$ cat config.mk
export PLATFORM = sky130hd
export DESIGN_NAME = clock_and_bias_config_ctrl
export DESIGN_NICKNAME = d
export VERILOG_FILES = /design/src/hdl/cfg_pkg.sv /design/src/hdl/result_formatter.sv /design/src/hdl/clock_and_bias_config_ctrl.sv
export SDC_FILE = /design/constraint.sdc
export NUM_CORES = 1
export LEC_CHECK = 0
export BUFFER_PORTS_ARGS = -buffer_cell sky130_fd_sc_hd__buf_2
export CAP_MARGIN = 20
export CORE_MARGIN = 2
export CORE_UTILIZATION = 46
export CTS_BUF_LIST = sky130_fd_sc_hd__clkbuf_16
export DETAILED_ROUTE_END_ITERATION = 10
export PLACE_DENSITY_LB_ADDON = 0.12
export SLEW_MARGIN = 25
export SYNTH_ARGS = -nofsm -noshare
export SYNTH_HDL_FRONTEND = slang
export SYNTH_HIERARCHICAL = 1
export SYNTH_SLANG_ARGS = --single-unit
$ cat constraint.sdc
create_clock -name aclk -period 2.58 [get_ports aclk]
set_clock_uncertainty 0.1 [all_clocks]
set_input_delay 0.258 -clock aclk [delete_from_list [all_inputs] [get_ports aclk]]
set_output_delay 0.258 -clock aclk [all_outputs]
set_load 0.1 [all_outputs]
$ cat src/hdl/cfg_pkg.sv
package cfg_pkg;

   // Clock rate and start-up time on the internal oscillator
   localparam int unsigned CLK_MHZ     = 100;
   localparam int unsigned STARTUP_NS  = 1000;
   localparam int unsigned STARTUP_CYC = (STARTUP_NS * CLK_MHZ + 999) / 1000;
   localparam int unsigned CNT_W       = 16;

   // Register byte offsets
   localparam int unsigned ADDR_W      = 8;
   localparam logic [7:0]  OFS_CTRL    = 8'h00;
   localparam logic [7:0]  OFS_CM_DIV  = 8'h04;
   localparam logic [7:0]  OFS_CH_PD   = 8'h08;
   localparam logic [7:0]  OFS_STATUS  = 8'h0c;
   localparam logic [7:0]  OFS_CODE    = 8'h10;

   // Field widths and positions
   localparam int unsigned CTRL_W      = 6;
   localparam int unsigned CM_DIV_W    = 5;
   localparam int unsigned CH_N        = 4;
   localparam int unsigned ST_SPI_POS  = 0;
   localparam int unsigned ST_XTAL_POS = 1;
   localparam int unsigned ST_EXT_POS  = 2;
   localparam int unsigned ST_CORR_POS = 3;
   localparam int unsigned ST_QTR_POS  = 4;

   // Reset values and limits
   localparam logic [CM_DIV_W-1:0] CM_DIV_HALF = 5'h0a;
   localparam logic [CM_DIV_W-1:0] CM_DIV_MIN  = 5'h01;
   localparam logic [CM_DIV_W-1:0] CM_DIV_MAX  = 5'h13;
   localparam logic [CH_N-1:0]     CH_PD_RST   = 4'h0;

   // Output code format
   localparam int unsigned CODE_W   = 24;
   localparam logic [23:0] CODE_MAX = 24'h7fffff;
   localparam logic [23:0] CODE_MIN = 24'h800000;

   // Bus answers
   localparam logic [1:0] RESP_OKAY   = 2'h0;
   localparam logic [1:0] RESP_SLVERR = 2'h2;

   typedef enum logic [1:0] {
      ST_STRAP = 2'b00,
      ST_OSC   = 2'b01,
      ST_RUN   = 2'b10
   } boot_state_t;

   // Control word, bit 0 first from the right
   typedef struct packed {
      logic soft_reset;
      logic sleep_en;
      logic cm_src_sel;
      logic cm_buf_pwrdn;
      logic clk_out_en;
      logic ref_corr_en;
   } ctrl_t;

   // Common-mode output drive: level in twentieths of the reference
   typedef struct packed {
      logic                oe;
      logic                from_supply;
      logic [CM_DIV_W-1:0] level;
   } cm_drive_t;

endpackage

$ cat src/hdl/result_formatter.sv
`timescale 1ns/1ns
module result_formatter #(
   parameter int unsigned RAW_W   = 28,
   parameter int unsigned BIT_DIV = 4
) (
   input  wire logic                      aclk,
   input  wire logic                      aresetn,
   input  wire logic signed [RAW_W-1:0]   raw,
   input  wire logic                      raw_valid,
   output logic [cfg_pkg::CODE_W-1:0]     code,
   output logic                           serial,
   output logic                           frame
);
   import cfg_pkg::*;

   logic [CODE_W-1:0] code_r, code_nxt, shift_r, shift_nxt;
   logic [4:0]        left_r, left_nxt;
   logic [7:0]        div_r, div_nxt;
   logic              ser_r, ser_nxt, frame_r, frame_nxt;
   logic [CODE_W-1:0] sat;

   // Clamp to the signed 24-bit extremes
   function automatic logic [CODE_W-1:0] saturate(input logic signed [RAW_W-1:0] v);
      if (v > $signed({{(RAW_W-CODE_W){1'b0}}, CODE_MAX}))
         return CODE_MAX;
      else if (v < $signed({{(RAW_W-CODE_W){1'b1}}, CODE_MIN}))
         return CODE_MIN;
      else
         return v[CODE_W-1:0];
   endfunction

   // Load a new word when idle, then shift it out MSB first
   always_comb begin
      sat       = saturate(raw);
      code_nxt  = code_r;
      shift_nxt = shift_r;
      left_nxt  = left_r;
      div_nxt   = div_r;
      ser_nxt   = ser_r;
      frame_nxt = frame_r;
      if (!frame_r) begin
         if (raw_valid) begin // Samples arriving mid-frame are dropped
            code_nxt  = sat;
            ser_nxt   = sat[CODE_W-1];
            shift_nxt = {sat[CODE_W-2:0], 1'b0};
            left_nxt  = 5'(CODE_W - 1);
            div_nxt   = '0;
            frame_nxt = 1'b1;
         end
      end else if (div_r == 8'(BIT_DIV - 1)) begin
         div_nxt = '0;
         if (left_r == '0) begin
            frame_nxt = 1'b0;
            ser_nxt   = 1'b0;
         end else begin
            ser_nxt   = shift_r[CODE_W-1];
            shift_nxt = {shift_r[CODE_W-2:0], 1'b0};
            left_nxt  = left_r - 5'h01;
         end
      end else begin
         div_nxt = div_r + 8'h01;
      end
   end

   always_ff @(posedge aclk) begin
      if (!aresetn) begin
         code_r  <= '0;
         shift_r <= '0;
         left_r  <= '0;
         div_r   <= '0;
         ser_r   <= 1'b0;
         frame_r <= 1'b0;
      end else begin
         code_r  <= code_nxt;
         shift_r <= shift_nxt;
         left_r  <= left_nxt;
         div_r   <= div_nxt;
         ser_r   <= ser_nxt;
         frame_r <= frame_nxt;
      end
   end

   assign code   = code_r;
   assign serial = ser_r;
   assign frame  = frame_r;

endmodule

$ cat src/hdl/clock_and_bias_config_ctrl.sv
// The address map and the AXI4-Lite register port are this design's own decisions.
`timescale 1ns/1ns
module clock_and_bias_config_ctrl #(
   parameter int unsigned RAW_W   = 28,
   parameter int unsigned BIT_DIV = 4
) (
   input  wire logic                        aclk,
   input  wire logic                        aresetn,
   input  wire logic [cfg_pkg::ADDR_W-1:0]  s_axi_awaddr,
   input  wire logic                        s_axi_awvalid,
   output logic                             s_axi_awready,
   input  wire logic [31:0]                 s_axi_wdata,
   input  wire logic [3:0]                  s_axi_wstrb,
   input  wire logic                        s_axi_wvalid,
   output logic                             s_axi_wready,
   output logic [1:0]                       s_axi_bresp,
   output logic                             s_axi_bvalid,
   input  wire logic                        s_axi_bready,
   input  wire logic [cfg_pkg::ADDR_W-1:0]  s_axi_araddr,
   input  wire logic                        s_axi_arvalid,
   output logic                             s_axi_arready,
   output logic [31:0]                      s_axi_rdata,
   output logic [1:0]                       s_axi_rresp,
   output logic                             s_axi_rvalid,
   input  wire logic                        s_axi_rready,
   input  wire logic                        control_mode_strap,
   input  wire logic                        clock_source_strap,
   input  wire logic                        full_powerdown_pin_n,
   input  wire logic signed [RAW_W-1:0]     raw_result,
   input  wire logic                        raw_valid,
   output cfg_pkg::cm_drive_t               common_mode_output,
   output logic [cfg_pkg::CH_N-1:0]         analog_input_pair_hiz,
   output logic                             reference_input_pin_hiz,
   output logic                             buffered_crystal_clock_out_en,
   output logic                             use_external_clock,
   output logic                             reference_drop_correction_active,
   output logic [2:0]                       reference_current_quarters,
   output logic [cfg_pkg::CODE_W-1:0]       result_code,
   output logic                             result_serial,
   output logic                             result_frame
);
   import cfg_pkg::*;

   // Configuration state
   boot_state_t         boot_r, boot_nxt;
   logic [CNT_W-1:0]    cnt_r, cnt_nxt;
   logic                spi_mode_r, spi_mode_nxt;
   logic                xtal_r, xtal_nxt;
   ctrl_t               ctrl_r, ctrl_nxt;
   logic [CM_DIV_W-1:0] cm_div_r, cm_div_nxt;
   logic [CH_N-1:0]     ch_pd_r, ch_pd_nxt;
   logic                cfg_rst;

   // Bus state
   logic [ADDR_W-1:0]   awaddr_r, awaddr_nxt;
   logic                aw_held_r, aw_held_nxt, w_held_r, w_held_nxt;
   logic [31:0]         wdata_r, wdata_nxt;
   logic                wlane0_r, wlane0_nxt;
   logic                awready_r, awready_nxt, wready_r, wready_nxt;
   logic                bvalid_r, bvalid_nxt, arready_r, arready_nxt;
   logic [1:0]          bresp_r, bresp_nxt, rresp_r, rresp_nxt;
   logic                rvalid_r, rvalid_nxt;
   logic [31:0]         rdata_r, rdata_nxt;
   logic                do_write;

   // Pin-facing outputs
   cm_drive_t           cm_r, cm_nxt;
   logic [CH_N-1:0]     ain_hiz_r, ain_hiz_nxt;
   logic                ref_hiz_r, ref_hiz_nxt, xclk_r, xclk_nxt;
   logic                ext_r, ext_nxt, corr_r, corr_nxt;
   logic [2:0]          qtr_r, qtr_nxt;

   logic [CODE_W-1:0]   fmt_code;
   logic                fmt_serial, fmt_frame;

   // Count of powered channels, each one a quarter of reference current
   function automatic logic [2:0] live_channels(input logic [CH_N-1:0] pd);
      logic [2:0] n;
      n = '0;
      for (int i = 0; i < CH_N; i++)
         n = n + {2'b00, ~pd[i]};
      return n;
   endfunction

   // Register-mode divider kept within one to nineteen twentieths
   function automatic logic [CM_DIV_W-1:0] clamp_div(input logic [CM_DIV_W-1:0] d);
      if (d < CM_DIV_MIN)
         return CM_DIV_MIN;
      else if (d > CM_DIV_MAX)
         return CM_DIV_MAX;
      else
         return d;
   endfunction

   // Power-down pin and software reset reset the configuration as well
   assign cfg_rst  = !aresetn || !full_powerdown_pin_n || ctrl_r.soft_reset;
   assign do_write = aw_held_r && w_held_r && !bvalid_r;

   // Strap sampling, start-up on internal oscillator, handover
   always_comb begin
      boot_nxt     = boot_r;
      cnt_nxt      = cnt_r;
      spi_mode_nxt = spi_mode_r;
      xtal_nxt     = xtal_r;
      case (boot_r)
         ST_STRAP: begin
            spi_mode_nxt = control_mode_strap;
            xtal_nxt     = clock_source_strap;
            cnt_nxt      = '0;
            boot_nxt     = ST_OSC;
         end
         ST_OSC: begin
            if (cnt_r == CNT_W'(STARTUP_CYC - 1))
               boot_nxt = ST_RUN;
            else
               cnt_nxt = cnt_r + 1'b1;
         end
         ST_RUN: boot_nxt = ST_RUN;
         default: boot_nxt = ST_STRAP;
      endcase
   end

   always_ff @(posedge aclk) begin
      if (cfg_rst) begin
         boot_r     <= ST_STRAP;
         cnt_r      <= '0;
         spi_mode_r <= 1'b0;
         xtal_r     <= 1'b0;
      end else begin
         boot_r     <= boot_nxt;
         cnt_r      <= cnt_nxt;
         spi_mode_r <= spi_mode_nxt;
         xtal_r     <= xtal_nxt;
      end
   end

   // Register writes; pin mode ignores them so its settings cannot move
   always_comb begin
      ctrl_nxt            = ctrl_r;
      ctrl_nxt.soft_reset = 1'b0;
      cm_div_nxt          = cm_div_r;
      ch_pd_nxt           = ch_pd_r;
      if (do_write && wlane0_r && spi_mode_r && boot_r != ST_STRAP) begin
         case (awaddr_r)
            OFS_CTRL:   ctrl_nxt   = ctrl_t'(wdata_r[CTRL_W-1:0]);
            OFS_CM_DIV: cm_div_nxt = clamp_div(wdata_r[CM_DIV_W-1:0]);
            OFS_CH_PD:  ch_pd_nxt  = wdata_r[CH_N-1:0];
            default:    ctrl_nxt.soft_reset = 1'b0;
         endcase
      end
   end

   always_ff @(posedge aclk) begin
      if (cfg_rst) begin
         ctrl_r   <= '0;
         cm_div_r <= CM_DIV_HALF;
         ch_pd_r  <= CH_PD_RST;
      end else begin
         ctrl_r   <= ctrl_nxt;
         cm_div_r <= cm_div_nxt;
         ch_pd_r  <= ch_pd_nxt;
      end
   end

   // Bus slave: address and data in either order, answer once both are held
   always_comb begin
      awaddr_nxt  = awaddr_r;
      aw_held_nxt = aw_held_r;
      wdata_nxt   = wdata_r;
      wlane0_nxt  = wlane0_r;
      w_held_nxt  = w_held_r;
      bvalid_nxt  = bvalid_r;
      bresp_nxt   = bresp_r;
      arready_nxt = arready_r;
      rvalid_nxt  = rvalid_r;
      rdata_nxt   = rdata_r;
      rresp_nxt   = rresp_r;
      if (s_axi_awvalid && awready_r) begin
         awaddr_nxt  = s_axi_awaddr;
         aw_held_nxt = 1'b1;
      end
      if (s_axi_wvalid && wready_r) begin
         wdata_nxt  = s_axi_wdata;
         wlane0_nxt = s_axi_wstrb[0];
         w_held_nxt = 1'b1;
      end
      if (do_write) begin
         aw_held_nxt = 1'b0;
         w_held_nxt  = 1'b0;
         bvalid_nxt  = 1'b1;
         case (awaddr_r)
            OFS_CTRL, OFS_CM_DIV, OFS_CH_PD: bresp_nxt = RESP_OKAY;
            default:                          bresp_nxt = RESP_SLVERR;
         endcase
      end
      if (bvalid_r && s_axi_bready)
         bvalid_nxt = 1'b0;
      if (s_axi_arvalid && arready_r) begin
         arready_nxt = 1'b0;
         rvalid_nxt  = 1'b1;
         rresp_nxt   = RESP_OKAY;
         case (s_axi_araddr)
            OFS_CTRL:   rdata_nxt = {{(32-CTRL_W){1'b0}}, ctrl_r};
            OFS_CM_DIV: rdata_nxt = {{(32-CM_DIV_W){1'b0}}, cm_div_r};
            OFS_CH_PD:  rdata_nxt = {{(32-CH_N){1'b0}}, ch_pd_r};
            OFS_STATUS: begin
               rdata_nxt = '0;
               rdata_nxt[ST_SPI_POS]  = spi_mode_r;
               rdata_nxt[ST_XTAL_POS] = xtal_r;
               rdata_nxt[ST_EXT_POS]  = ext_r;
               rdata_nxt[ST_CORR_POS] = corr_r;
               rdata_nxt[ST_QTR_POS +: 3] = qtr_r;
            end
            OFS_CODE:   rdata_nxt = {{(32-CODE_W){1'b0}}, fmt_code};
            default: begin
               rdata_nxt = '0;
               rresp_nxt = RESP_SLVERR;
            end
         endcase
      end
      if (rvalid_r && s_axi_rready) begin
         rvalid_nxt  = 1'b0;
         arready_nxt = 1'b1;
      end
      // Readies drop while a word is held so nothing is overwritten
      awready_nxt = !aw_held_nxt && !bvalid_nxt;
      wready_nxt  = !w_held_nxt && !bvalid_nxt;
   end

   always_ff @(posedge aclk) begin
      if (!aresetn) begin
         awaddr_r  <= '0;
         aw_held_r <= 1'b0;
         wdata_r   <= '0;
         wlane0_r  <= 1'b0;
         w_held_r  <= 1'b0;
         awready_r <= 1'b1;
         wready_r  <= 1'b1;
         bvalid_r  <= 1'b0;
         bresp_r   <= RESP_OKAY;
         arready_r <= 1'b1;
         rvalid_r  <= 1'b0;
         rdata_r   <= '0;
         rresp_r   <= RESP_OKAY;
      end else begin
         awaddr_r  <= awaddr_nxt;
         aw_held_r <= aw_held_nxt;
         wdata_r   <= wdata_nxt;
         wlane0_r  <= wlane0_nxt;
         w_held_r  <= w_held_nxt;
         awready_r <= awready_nxt;
         wready_r  <= wready_nxt;
         bvalid_r  <= bvalid_nxt;
         bresp_r   <= bresp_nxt;
         arready_r <= arready_nxt;
         rvalid_r  <= rvalid_nxt;
         rdata_r   <= rdata_nxt;
         rresp_r   <= rresp_nxt;
      end
   end

   // Pin-facing outputs from mode, straps and registers
   always_comb begin
      cm_nxt      = '0;
      ain_hiz_nxt = '1;
      ref_hiz_nxt = 1'b1;
      xclk_nxt    = 1'b0;
      corr_nxt    = 1'b0;
      qtr_nxt     = '0;
      ext_nxt     = boot_r == ST_RUN;
      if (boot_r == ST_RUN) begin
         if (!spi_mode_r) begin
            cm_nxt.oe    = 1'b1;
            cm_nxt.level = CM_DIV_HALF;
            xclk_nxt     = xtal_r;
            ain_hiz_nxt  = '0;
            ref_hiz_nxt  = 1'b0;
            qtr_nxt      = 3'(CH_N);
         end else begin
            cm_nxt.oe          = !ctrl_r.cm_buf_pwrdn;
            cm_nxt.from_supply = ctrl_r.cm_src_sel;
            cm_nxt.level       = cm_div_r;
            xclk_nxt           = ctrl_r.clk_out_en && xtal_r;
            ain_hiz_nxt        = ctrl_r.sleep_en ? '1 : ch_pd_r;
            ref_hiz_nxt        = ctrl_r.sleep_en;
            qtr_nxt            = ctrl_r.sleep_en ? 3'h0 : live_channels(ch_pd_r);
            corr_nxt           = ctrl_r.ref_corr_en && !ctrl_r.sleep_en;
         end
      end
   end

   // Power-down pin forces every analog pin undriven at the next clock edge
   always_ff @(posedge aclk) begin
      if (cfg_rst) begin
         cm_r      <= '0;
         ain_hiz_r <= '1;
         ref_hiz_r <= 1'b1;
         xclk_r    <= 1'b0;
         ext_r     <= 1'b0;
         corr_r    <= 1'b0;
         qtr_r     <= '0;
      end else begin
         cm_r      <= cm_nxt;
         ain_hiz_r <= ain_hiz_nxt;
         ref_hiz_r <= ref_hiz_nxt;
         xclk_r    <= xclk_nxt;
         ext_r     <= ext_nxt;
         corr_r    <= corr_nxt;
         qtr_r     <= qtr_nxt;
      end
   end

   // Results are only formatted while the converter runs
   result_formatter #(
      .RAW_W   (RAW_W),
      .BIT_DIV (BIT_DIV)
   ) u_fmt (
      .aclk      (aclk),
      .aresetn   (!cfg_rst),
      .raw       (raw_result),
      .raw_valid (raw_valid && ext_r && !ref_hiz_r),
      .code      (fmt_code),
      .serial    (fmt_serial),
      .frame     (fmt_frame)
   );

   assign s_axi_awready = awready_r;
   assign s_axi_wready  = wready_r;
   assign s_axi_bvalid  = bvalid_r;
   assign s_axi_bresp   = bresp_r;
   assign s_axi_arready = arready_r;
   assign s_axi_rvalid  = rvalid_r;
   assign s_axi_rdata   = rdata_r;
   assign s_axi_rresp   = rresp_r;

   assign common_mode_output               = cm_r;
   assign analog_input_pair_hiz            = ain_hiz_r;
   assign reference_input_pin_hiz          = ref_hiz_r;
   assign buffered_crystal_clock_out_en    = xclk_r;
   assign use_external_clock               = ext_r;
   assign reference_drop_correction_active = corr_r;
   assign reference_current_quarters       = qtr_r;
   assign result_code                      = fmt_code;
   assign result_serial                    = fmt_serial;
   assign result_frame                     = fmt_frame;

endmodule

-- Word-level counts from Yosys, hierarchy flattened
Index checks and enable logic that the tools add are counted.
- register bits after elaboration: 174
- bits of input ports: 91
- logic and storage cells: 168
- add/subtract/negate cells: 6
- $lt $le $gt $ge: 4
- equality and inequality tests: 14
- muxes and demuxes: 44
- bitwise operators: 10
- reduce and logical (&&, ||, !) cells: 48
- operator list (operator ; count):
    24-bit 2-to-1 mux ; 6
    24-bit case mux with 5 select lines ; 1
    16-bit case mux with 2 select lines ; 1
    5-bit 2-to-1 mux ; 6
    28-bit by 24-bit > comparator with 1-bit output (second input constant) ; 1
    28-bit by 24-bit less-than comparator with 1-bit output (second input constant) ; 1
    8-bit by 4-bit equality test with 1-bit output (second input constant) ; 3
    8-bit 2-to-1 mux ; 3
    1-bit 2-to-1 mux ; 17
    16-bit by 1-bit adder with 16-bit output (second input constant) ; 1
    16-bit by 7-bit equality test with 1-bit output (second input constant) ; 1
    8-bit by 3-bit equality test with 1-bit output (second input constant) ; 2
    1-bit logical AND ; 16
    8-bit zero test ; 2
    16-bit 2-to-1 mux ; 1
    4-bit 2-to-1 mux ; 3
    2-bit AND reduction ; 6
    1-bit inverter ; 10
    1-bit zero test ; 9
    3-bit OR reduction ; 3
    8-bit by 1-bit adder with 8-bit output (second input constant) ; 1
    8-bit by 2-bit equality test with 1-bit output (second input constant) ; 1
    8-bit by 5-bit equality test with 1-bit output (second input constant) ; 1
    2-bit inequality test (second input constant) ; 4
    19 further kinds ; 26

-- Logic depth before layout (Yosys ltp)
Gate-level depths: netlist of the first run.
- depth after elaboration: 7
- depth in mapped cells: 8

-- By module
Netlist of the first run, hierarchy kept.
- by module, submodules not included (module ; instances ; cells each ; area each (um2) ; seq. area each (um2)):
    clock_and_bias_config_ctrl ; 1 ; 485 ; 4399.2 ; 2021.9
    result_formatter ; 1 ; 315 ; 2741.4 ; 1241.2

-- Worst setup path after synthesis of the first run
Ideal clock, no wire load.
- path type: reg-to-reg
- start: register u_fmt.frame_r, in the netlist u_fmt/frame
- end: register u_fmt.left_r[3]
- library setup time: 0.080 ns
- arrival time: 2.598 ns
- data required time: 2.400 ns
- path slack: -0.198 ns
- cell stages (with the launch flop): 6
- path buffers: 1
- period minus slack after synthesis: 2.778 ns
- path through: dfxtp_1 > or4b_1 > or3_1 > buf_2 > or3_1 > a211oi_2
- longest elaborated chain between the ends: 2
- elaborated cells between the ends (all ways): 5
- classes of those cells: eq/ne (2); mux (1); reduce/logical (2)
- ends and longest elaborated chain (element ; RTL line ; RTL):
    start: declaration ; result_formatter.sv:19 ; logic ser_r, ser_nxt, frame_r, frame_nxt;
    start signal: assignment ; result_formatter.sv:79 ; frame_r <= frame_nxt;
    2-bit inequality test (no line) / 2-bit nonzero test (equally long branches) ; - ;
    3-bit AND reduction (no line) ; - ;
    end signal: assignment ; result_formatter.sv:76 ; left_r <= left_nxt;
    end: declaration ; result_formatter.sv:17 ; logic [4:0] left_r, left_nxt;
Several ways; a longest one is shown, not always the timed one.
A chain may end at the register's enable or synchronous reset.

-- Worst setup path after layout of the first run
- start: register u_fmt.div_r[1]
- end: register u_fmt.shift_r[11]
- longest elaborated chain between the ends: 3
- ends and longest elaborated chain (element ; RTL line ; RTL):
    start: declaration ; result_formatter.sv:18 ; logic [7:0] div_r, div_nxt;
    start signal: assignment ; result_formatter.sv:77 ; div_r <= div_nxt;
    8-bit by 2-bit equality test with 1-bit output ; result_formatter.sv:50 ; end else if (div_r == 8'(BIT_DIV - 1)) begin
    2-bit inequality test (no line) ; - ;
    3-bit AND reduction (no line) ; - ;
    end signal: assignment ; result_formatter.sv:75 ; shift_r <= shift_nxt;
    end: declaration ; result_formatter.sv:16 ; logic [CODE_W-1:0] code_r, code_nxt, shift_r, shift_nxt;
No other way between the ends.

==> results of run 1 <==
Yosys cell counts (all sizes together) (7+ instances only):
cell | instances | share of area
a21boi | 15 | 0.016
a21oi | 47 | 0.033
a221oi | 22 | 0.027
a22oi | 22 | 0.023
a31oi | 10 | 0.0088
and3 | 9 | 0.0079
buf | 19 | 0.017
clkbuf | 43 | 0.023
dfxtp | 163 | 0.46
ha | 10 | 0.018
inv | 14 | 0.0074
mux2i | 27 | 0.038
nand2 | 106 | 0.056
nand2b | 9 | 0.0079
nand3 | 15 | 0.011
nand4 | 12 | 0.012
nor2 | 29 | 0.016
nor2b | 48 | 0.042
nor3 | 10 | 0.0070
nor4 | 11 | 0.013
o211ai | 7 | 0.0074
o21ai | 48 | 0.034
o2bb2ai | 22 | 0.027
or3 | 12 | 0.011
worst min-delay path, delay by kind of cell:
family / cells / cell delay, ns
compound gates: 1 / 0.07
buf+inv: 1 / 0.12
simple gates: 1 / 0.06
worst max-delay path by stage:
stage                                      from                              to  slack (ns)  cells after the start
floorplan                u_fmt/frame$_SDFF_PN0_    u_fmt/left_r[3]$_SDFFE_PN0P_        0.14                      5
global placement    u_fmt/div_r[0]$_SDFFE_PN0P_  u_fmt/shift_r[14]$_SDFFE_PN0P_        0.36                      7
detailed placement  u_fmt/div_r[1]$_SDFFE_PN0P_  u_fmt/shift_r[11]$_SDFFE_PN0P_        0.29                      7
CTS                 u_fmt/div_r[0]$_SDFFE_PN0P_  u_fmt/shift_r[11]$_SDFFE_PN0P_        0.28                      7
global route        u_fmt/div_r[1]$_SDFFE_PN0P_  u_fmt/shift_r[17]$_SDFFE_PN0P_        0.11                      7
finish              u_fmt/div_r[1]$_SDFFE_PN0P_  u_fmt/shift_r[11]$_SDFFE_PN0P_        0.26                      7
final cells by class:
type / instances / area (um2) / share of cell area
clock buffer: 17 / 425.4 / 0.04765
clock inverter: 15 / 163.9 / 0.01836
inverter: 16 / 60.06 / 0.006726
multi-input combinational: 568 / 3581 / 0.4011
sequential: 163 / 3264 / 0.3656
tap: 188 / 235.2 / 0.02635
timing repair buffer: 192 / 1199 / 0.1342
per-layer routing:
metal,track usage,wire [um],up-vias,share of wire
met5,0,0,-,0
li1,-,-,3189,-
met2,0.3789,8766,197,0.45
met1,0.3138,9040,3070,0.47
met4,0.08056,325,0,0.017
met3,0.06445,1165,24,0.060
sequential cells by signal (all words and copies together) (netlist names), 6 cells and up:
name                cells
common_mode_output      7
s_axi_rdata            24
u_fmt/shift_r          23
wdata_r                 6
awaddr_r                8
u_fmt/code             24
ctrl_r                  6
cnt_r                  16
u_fmt/div_r             8
kinds of logic (layout without fill, tap and decap cells):
family	Yosys count	after routing	synth area share
AO/OA/AOI/OAI	215	215	0.2017
adder cells (fa/ha/maj)	11	11	0.02033
flip-flops	163	163	0.4570
AND/OR/NAND/NOR	300	300	0.2285
XOR/XNOR	4	4	0.004906
other	1	10	0.0005252
multiplexers	28	28	0.03943
buffers and inverters	78	240	0.04766
through the flow:
| step | area [um2] | util | setup slack (ns) | hold slack, ns | power, mW |
|---|---|---|---|---|---|
| floorplan | 7176 | - | 0.1428 | 0.2863 | 2.999 |
| global placement | 7949 | 0.5229 | 0.3595 | 0.3357 | 3.114 |
| detailed placement | 7949 | 0.5229 | 0.2921 | 0.3463 | 3.126 |
| CTS | 8929 | 0.5873 | 0.2788 | 0.006610 | 5.703 |
| global route | 8929 | 0.5873 | 0.1080 | 0.01298 | 5.859 |
| finish | 8929 | 0.5873 | 0.2574 | 0.02023 | 5.649 |
layout by cell type, fill, tap and decap left out, types with 27 or more instances in the layout:
master / instances
o21ai_0: 30
dlygate4sd3_1: 39
nand2_1: 106
nor2b_1: 48
dfxtp_1: 162
nor2_1: 28
mux2i_1: 27
buf_2: 136
a21oi_1: 47
power groups by stage:
stage / Combinational, mW / Clock (mW) / Sequential [mW]
2_1_floorplan: 0.289 / 0 / 2.71
3_3_place_gp: 0.481 / 0 / 2.63
3_5_place_dp: 0.491 / 0 / 2.63
4_1_cts: 0.537 / 2.59 / 2.58
5_1_grt: 0.584 / 2.69 / 2.58
6_report: 0.539 / 2.53 / 2.58
==> results.sh, run 1 <==
export IMPL_status="completed"
export IMPL_crit_path_frequent_cell="buf_4"
export IMPL_synth_avg_cell_area_um2=8.926
export IMPL_ys_flop_type="dfxtp_1"
export IMPL_vdd_drop_max_mv=0.6926
export IMPL_tightest_slew_ns=0.6432
export IMPL_die_w_um=128.6
export IMPL_critPathLaunchType="register"
export IMPL_p_leak_nw=3.591
export IMPL_numCtsBuffers=17
export IMPL_wl_per_cell_um=16.65
export IMPL_cp_max_fo=22
export IMPL_postRouteAntennaNets=0
export IMPL_drive_above_1_share=0.2019
export IMPL_pwr_density_cell_nw_per_um2=632.7
export IMPL_dieArea_um2=16540
export IMPL_viasPerCell=5.591
export IMPL_hold_class="primary input to register"
export IMPL_required_ns=2.83
export IMPL_final_setup_tns_ns=0
export IMPL_coreArea_um2=15200
export IMPL_r2r_cells=7
export IMPL_die_y_um=128.6
export IMPL_layoutNonFillerInstCount=1159
export IMPL_grt_max_degree=62
export IMPL_antenna_found_initial=0
export IMPL_rrSetupSlack_ns=0.26
export IMPL_fin_crit_sh=0.9002
export IMPL_relSlewSlack=0.5651
export IMPL_syn_area_um2=7141
export IMPL_cts_sinks=163
export IMPL_grt_pass1_wl_um=31370
export IMPL_clk_latency_ns=0.42
export IMPL_place_port_buffers=136
export IMPL_area_delta_synth_final_pct=25.04
export IMPL_min_period_ns=2.323
export IMPL_drv_cap=0
export IMPL_initial_core_util=0.4697
export IMPL_fmax_mhz=430.6
export IMPL_maxSlewViolCount=0
export IMPL_critPathMaxStageDelay_ns=0.48
export IMPL_crit_slowest_cell="or4b_1"
export IMPL_clkTransAtPathRegs_ns=0.06
export IMPL_synth_edff_count=0
export IMPL_crit_path_end_kind="register"
export IMPL_fillers=1371
export IMPL_critical_path_top_delay_family="simple AND/OR/NAND/NOR gates"
export IMPL_p_switching_mw=1.408
export IMPL_ctsResizeCount=0
export IMPL_min_to="u_fmt/code[7]$_SDFFE_PN0P_"
export IMPL_synth_cells=800
export IMPL_tritoncts="built"
export IMPL_vias=6480
export IMPL_r2r_start="u_fmt/div_r[1]$_SDFFE_PN0P_"
export IMPL_drt_wl_total_um=19300
export IMPL_grt_use_total=0.2378
export IMPL_firstDrtPassIters=5
export IMPL_rows=45
export IMPL_hold_path_cell_count=3
export IMPL_power_frac_comb=0.095
export IMPL_crit_arrival_ns=2.58
export IMPL_grt_overflow=0
export IMPL_cts_buffer_depth=2
export IMPL_cp_cell_sequence="ha_1 -> or4b_1 -> buf_4 -> nor3_1 -> o21ai_1 -> buf_4 -> o2bb2ai_1"
export IMPL_hold_buffers=39
export IMPL_drt_iter0_drc=480
export IMPL_critPathBufInv=2
export IMPL_layout_nets=1060
export IMPL_route_detailed_drc=0
export IMPL_reg2reg_to="u_fmt/shift_r[11]$_SDFFE_PN0P_"
export IMPL_worstHoldStart="raw_result[7]"
export IMPL_htreeDepth=4
export IMPL_finalSetupViolations=0
export IMPL_sw_frac_of_total=0.2493
export IMPL_dp_hpwl_um=13330
export IMPL_cts_root_buf="clkbuf_16"
export IMPL_gp_congestion=0.8564
export IMPL_io_pins=176
export IMPL_power_frac_clock=0.448
export IMPL_ys_types=68
export IMPL_cts_setup_buffers=0
export IMPL_async_flop_share=0
export IMPL_synth_sequential_area_ratio=0.4570
export IMPL_grt_pass1_vias=6343
export IMPL_internal_power_mw=4.241
export IMPL_finalHoldViolCount=0
export IMPL_rsz0062_at_grt="no"
export IMPL_antenna_cells=0
export IMPL_critical_path_class="register to register"
export IMPL_p_seq_frac=0.457
export IMPL_ys_seq_elements=163
export IMPL_place_inst=1088
export IMPL_ys_warn_count=6
No activity file was read; power rests on OpenSTA's default activity.
==> run 2: changes to the inputs <==
SYNTH_HIERARCHICAL = default   (was 1)
==> results.sh, run 2 <==
export IMPL_synth_avg_cell_area_um2=9.094
export IMPL_synth_most_common_cell="dfxtp_1"
export IMPL_grt_pass1_wl_um=30710
export IMPL_postRouteAntennaNets=0
export IMPL_drt_wl_total_um=19280
export IMPL_power_frac_clock=0.441
export IMPL_ys_flop_type="dfxtp_1"
export IMPL_min_to="u_fmt.code[21]$_SDFFE_PP0P_"
export IMPL_status="completed"
export IMPL_synth_cells=802
export IMPL_yosys_area_top_type="dfxtp_1"
export IMPL_antenna_found_initial=0
export IMPL_power_frac_comb=0.095
export IMPL_reg2reg_to="u_fmt.shift_r[19]$_SDFFE_PP0P_"
export IMPL_critPathMaxStageDelay_ns=0.51
export IMPL_grt_pass1_vias=5933
export IMPL_cts_root_buf="clkbuf_16"
export IMPL_async_flop_share=0
export IMPL_grt_use_total=0.2295
export IMPL_worstHoldStart="raw_result[21]"
export IMPL_viasPerCell=5.507
export IMPL_initial_core_util=0.4642
export IMPL_synth_sequential_area_ratio=0.4474
export IMPL_p_switching_mw=1.528
export IMPL_fmax_mhz=447.4
export IMPL_route_detailed_drc=0
export IMPL_tightest_slew_ns=0.8083
export IMPL_final_setup_tns_ns=0
export IMPL_area_delta_synth_final_pct=23.43
export IMPL_ys_warn_count=0
export IMPL_relSlewSlack=0.4598
export IMPL_firstDrtPassIters=5
export IMPL_fin_crit_sh=0.8663
export IMPL_die_w_um=129.9
export IMPL_drive_above_1_share=0.2523
export IMPL_finalSetupViolations=0
export IMPL_synth_edff_count=0
export IMPL_clkTransAtPathRegs_ns=0.07
export IMPL_ys_types=68
export IMPL_antenna_cells=0
export IMPL_drt_iter0_drc=376
export IMPL_synth_area_leaders="dfxtp_1 (45%), a21oi_1 (4.4%), a22oi_1 (4.2%)"
export IMPL_crit_arrival_ns=2.48
export IMPL_cts_buffer_depth=2
export IMPL_maxSlewViolCount=0
export IMPL_internal_power_mw=4.065
export IMPL_htreeDepth=4
export IMPL_finalHoldViolCount=0
export IMPL_cp_max_fo=11
export IMPL_clk_latency_ns=0.43
export IMPL_critical_path_class="register to register"
export IMPL_sw_frac_of_total=0.2732
export IMPL_wl_per_cell_um=16.35
export IMPL_coreArea_um2=15710
export IMPL_r2r_cells=6
export IMPL_yosysTopAreaCellShare=0.4474
export IMPL_crit_slowest_cell="or4b_4"
export IMPL_rows=46
export IMPL_cp_cell_sequence="ha_1 -> or4b_4 -> o21ai_4 -> buf_4 -> a21oi_2 -> a211oi_2"
export IMPL_place_port_buffers=136
export IMPL_numCtsBuffers=17
export IMPL_rsz0062_at_grt="no"
export IMPL_grt_overflow=0
export IMPL_drv_cap=0
export IMPL_gp_congestion=0.8240
export IMPL_ys_seq_elements=163
export IMPL_dieArea_um2=16880
export IMPL_rrSetupSlack_ns=0.34
export IMPL_p_seq_frac=0.465
export IMPL_layout_common_cells="dfxtp_1 (163), buf_2 (136), a21oi_1 (64), nand2_1 (59), o21ai_0 (56)"
export IMPL_tritoncts="built"
export IMPL_yosys_top_cells_count="dfxtp_1 (163), a21oi_1 (64), nand2_1 (59)"
export IMPL_layout_nets=1051
export IMPL_grt_max_degree=47
export IMPL_vdd_drop_max_mv=0.4854
export IMPL_p_leak_nw=3.480
export IMPL_cts_sinks=163
export IMPL_crit_path_end_kind="register"
export IMPL_hold_path_cell_count=3
export IMPL_vias=6493
export IMPL_r2r_start="u_fmt.div_r[0]$_SDFFE_PP0P_"
export IMPL_layout_commonest_cell="dfxtp_1"
export IMPL_min_period_ns=2.235
export IMPL_dp_hpwl_um=13480
export IMPL_pwr_density_cell_nw_per_um2=621.3
export IMPL_ctsResizeCount=0
export IMPL_hold_class="primary input to register"
export IMPL_critPathLaunchType="register"
export IMPL_required_ns=2.83
export IMPL_die_y_um=129.9
export IMPL_p_total_mw=5.593
export IMPL_io_pins=176
export IMPL_syn_area_um2=7293
-- run 2: cell types whose count changed after synthesis, moves of 18 or more --
cell / before / now
nand2_1: 106 / 59
a22oi_1: 22 / 41
nor2_1: 28 / 50
a221oi_1: 22 / 0
a21oi_2: 0 / 18
o2bb2ai_1: 22 / 0
nor2b_1: 48 / 17
o21ai_0: 30 / 56
-- run 2: cells by family after synthesis --
family,share of synthesized area
AOI/OAI and AO/OA,0.2493
xor gates and xnor gates,0.007205
adders and majority gates,0.01819
buffers and inverters,0.05387
DFF,0.4474
muxes,0.01801
other,0.0005142
and+or+nand+nor,0.2055
-- run 2: worst max-delay path by stage --
stage / end / start / slack (ns) / cells after the start
3_3_place_gp: u_fmt.shift_r[14]$_SDFFE_PP0P_ / u_fmt.div_r[0]$_SDFFE_PP0P_ / 0.43 / 6
5_1_grt: u_fmt.shift_r[19]$_SDFFE_PP0P_ / u_fmt.div_r[0]$_SDFFE_PP0P_ / 0.22 / 6
4_1_cts: u_fmt.shift_r[8]$_SDFFE_PP0P_ / u_fmt.div_r[0]$_SDFFE_PP0P_ / 0.36 / 6
6_report: u_fmt.shift_r[19]$_SDFFE_PP0P_ / u_fmt.div_r[0]$_SDFFE_PP0P_ / 0.34 / 6
3_5_place_dp: u_fmt.shift_r[5]$_SDFFE_PP0P_ / u_fmt.div_r[0]$_SDFFE_PP0P_ / 0.37 / 6
2_1_floorplan: u_fmt.shift_r[4]$_SDFFE_PP0P_ / u_fmt.frame$_SDFF_PP0_ / 0.12 / 6
-- run 2: cell type report --
type | instances | area, um2
Clock inverter | 15 | 145.1
Multi-Input combinational cell | 564 | 3694
Inverter | 17 | 63.81
Sequential cell | 163 | 3263
Tap cell | 216 | 270.3
Timing Repair Buffer | 187 | 1141
Clock buffer | 17 | 425.4
Fill cell | 1459 | 6710
-- run 2: per-stage QoR --
step / cells / util / hold slack, ns / area [um2] / setup slack (ns)
finish: 1179 / 0.5729 / 0.01258 / 9002 / 0.3448
global placement: 1116 / 0.5169 / 0.3541 / 8122 / 0.4340
CTS: 1179 / 0.5729 / 0.0006964 / 9002 / 0.3568
floorplan: 811 / - / 0.2863 / 7327 / 0.1164
global route: 1179 / 0.5729 / 0.01724 / 9002 / 0.2242
detailed placement: 1116 / 0.5169 / 0.3600 / 8122 / 0.3747
-- run 2: what timing repair did --
action / CTS / global route
hold endpoints to repair: 31 / 0
setup buffers: 0 / 0
setup endpoints to repair: 0 / 0
hold buffers: 31 / 0
-- run 2: critical path: cells and delay by family (launching register included) --
| kind | cells | cell delay, ns |
|---|---|---|
| DFF | 1 | 0.36 |
| adders and majority gates | 1 | 0.27 |
| buffers and inverters | 1 | 0.27 |
| AOI/OAI and AO/OA | 3 | 0.63 |
| and+or+nand+nor | 1 | 0.51 |
-- run 2: power groups by stage --
| stage | combinational (mW) | sequential, mW | clock [mW] |
|---|---|---|---|
| after detailed placement | 0.492 | 2.65 | 0 |
| after global placement | 0.483 | 2.65 | 0 |
| final | 0.529 | 2.60 | 2.47 |
| after floorplan | 0.275 | 2.75 | 0 |
| after CTS | 0.530 | 2.60 | 2.51 |
| after global routing | 0.566 | 2.60 | 2.61 |
-- run 2: per-layer routing --
metal	GRT usage	routed length [um]	vias to the layer above
met2	0.3502	8541	180
met5	0	0	-
met4	0.05440	191	0
met3	0.07421	1328	18
li1	-	-	3220
met1	0.3172	9214	3075
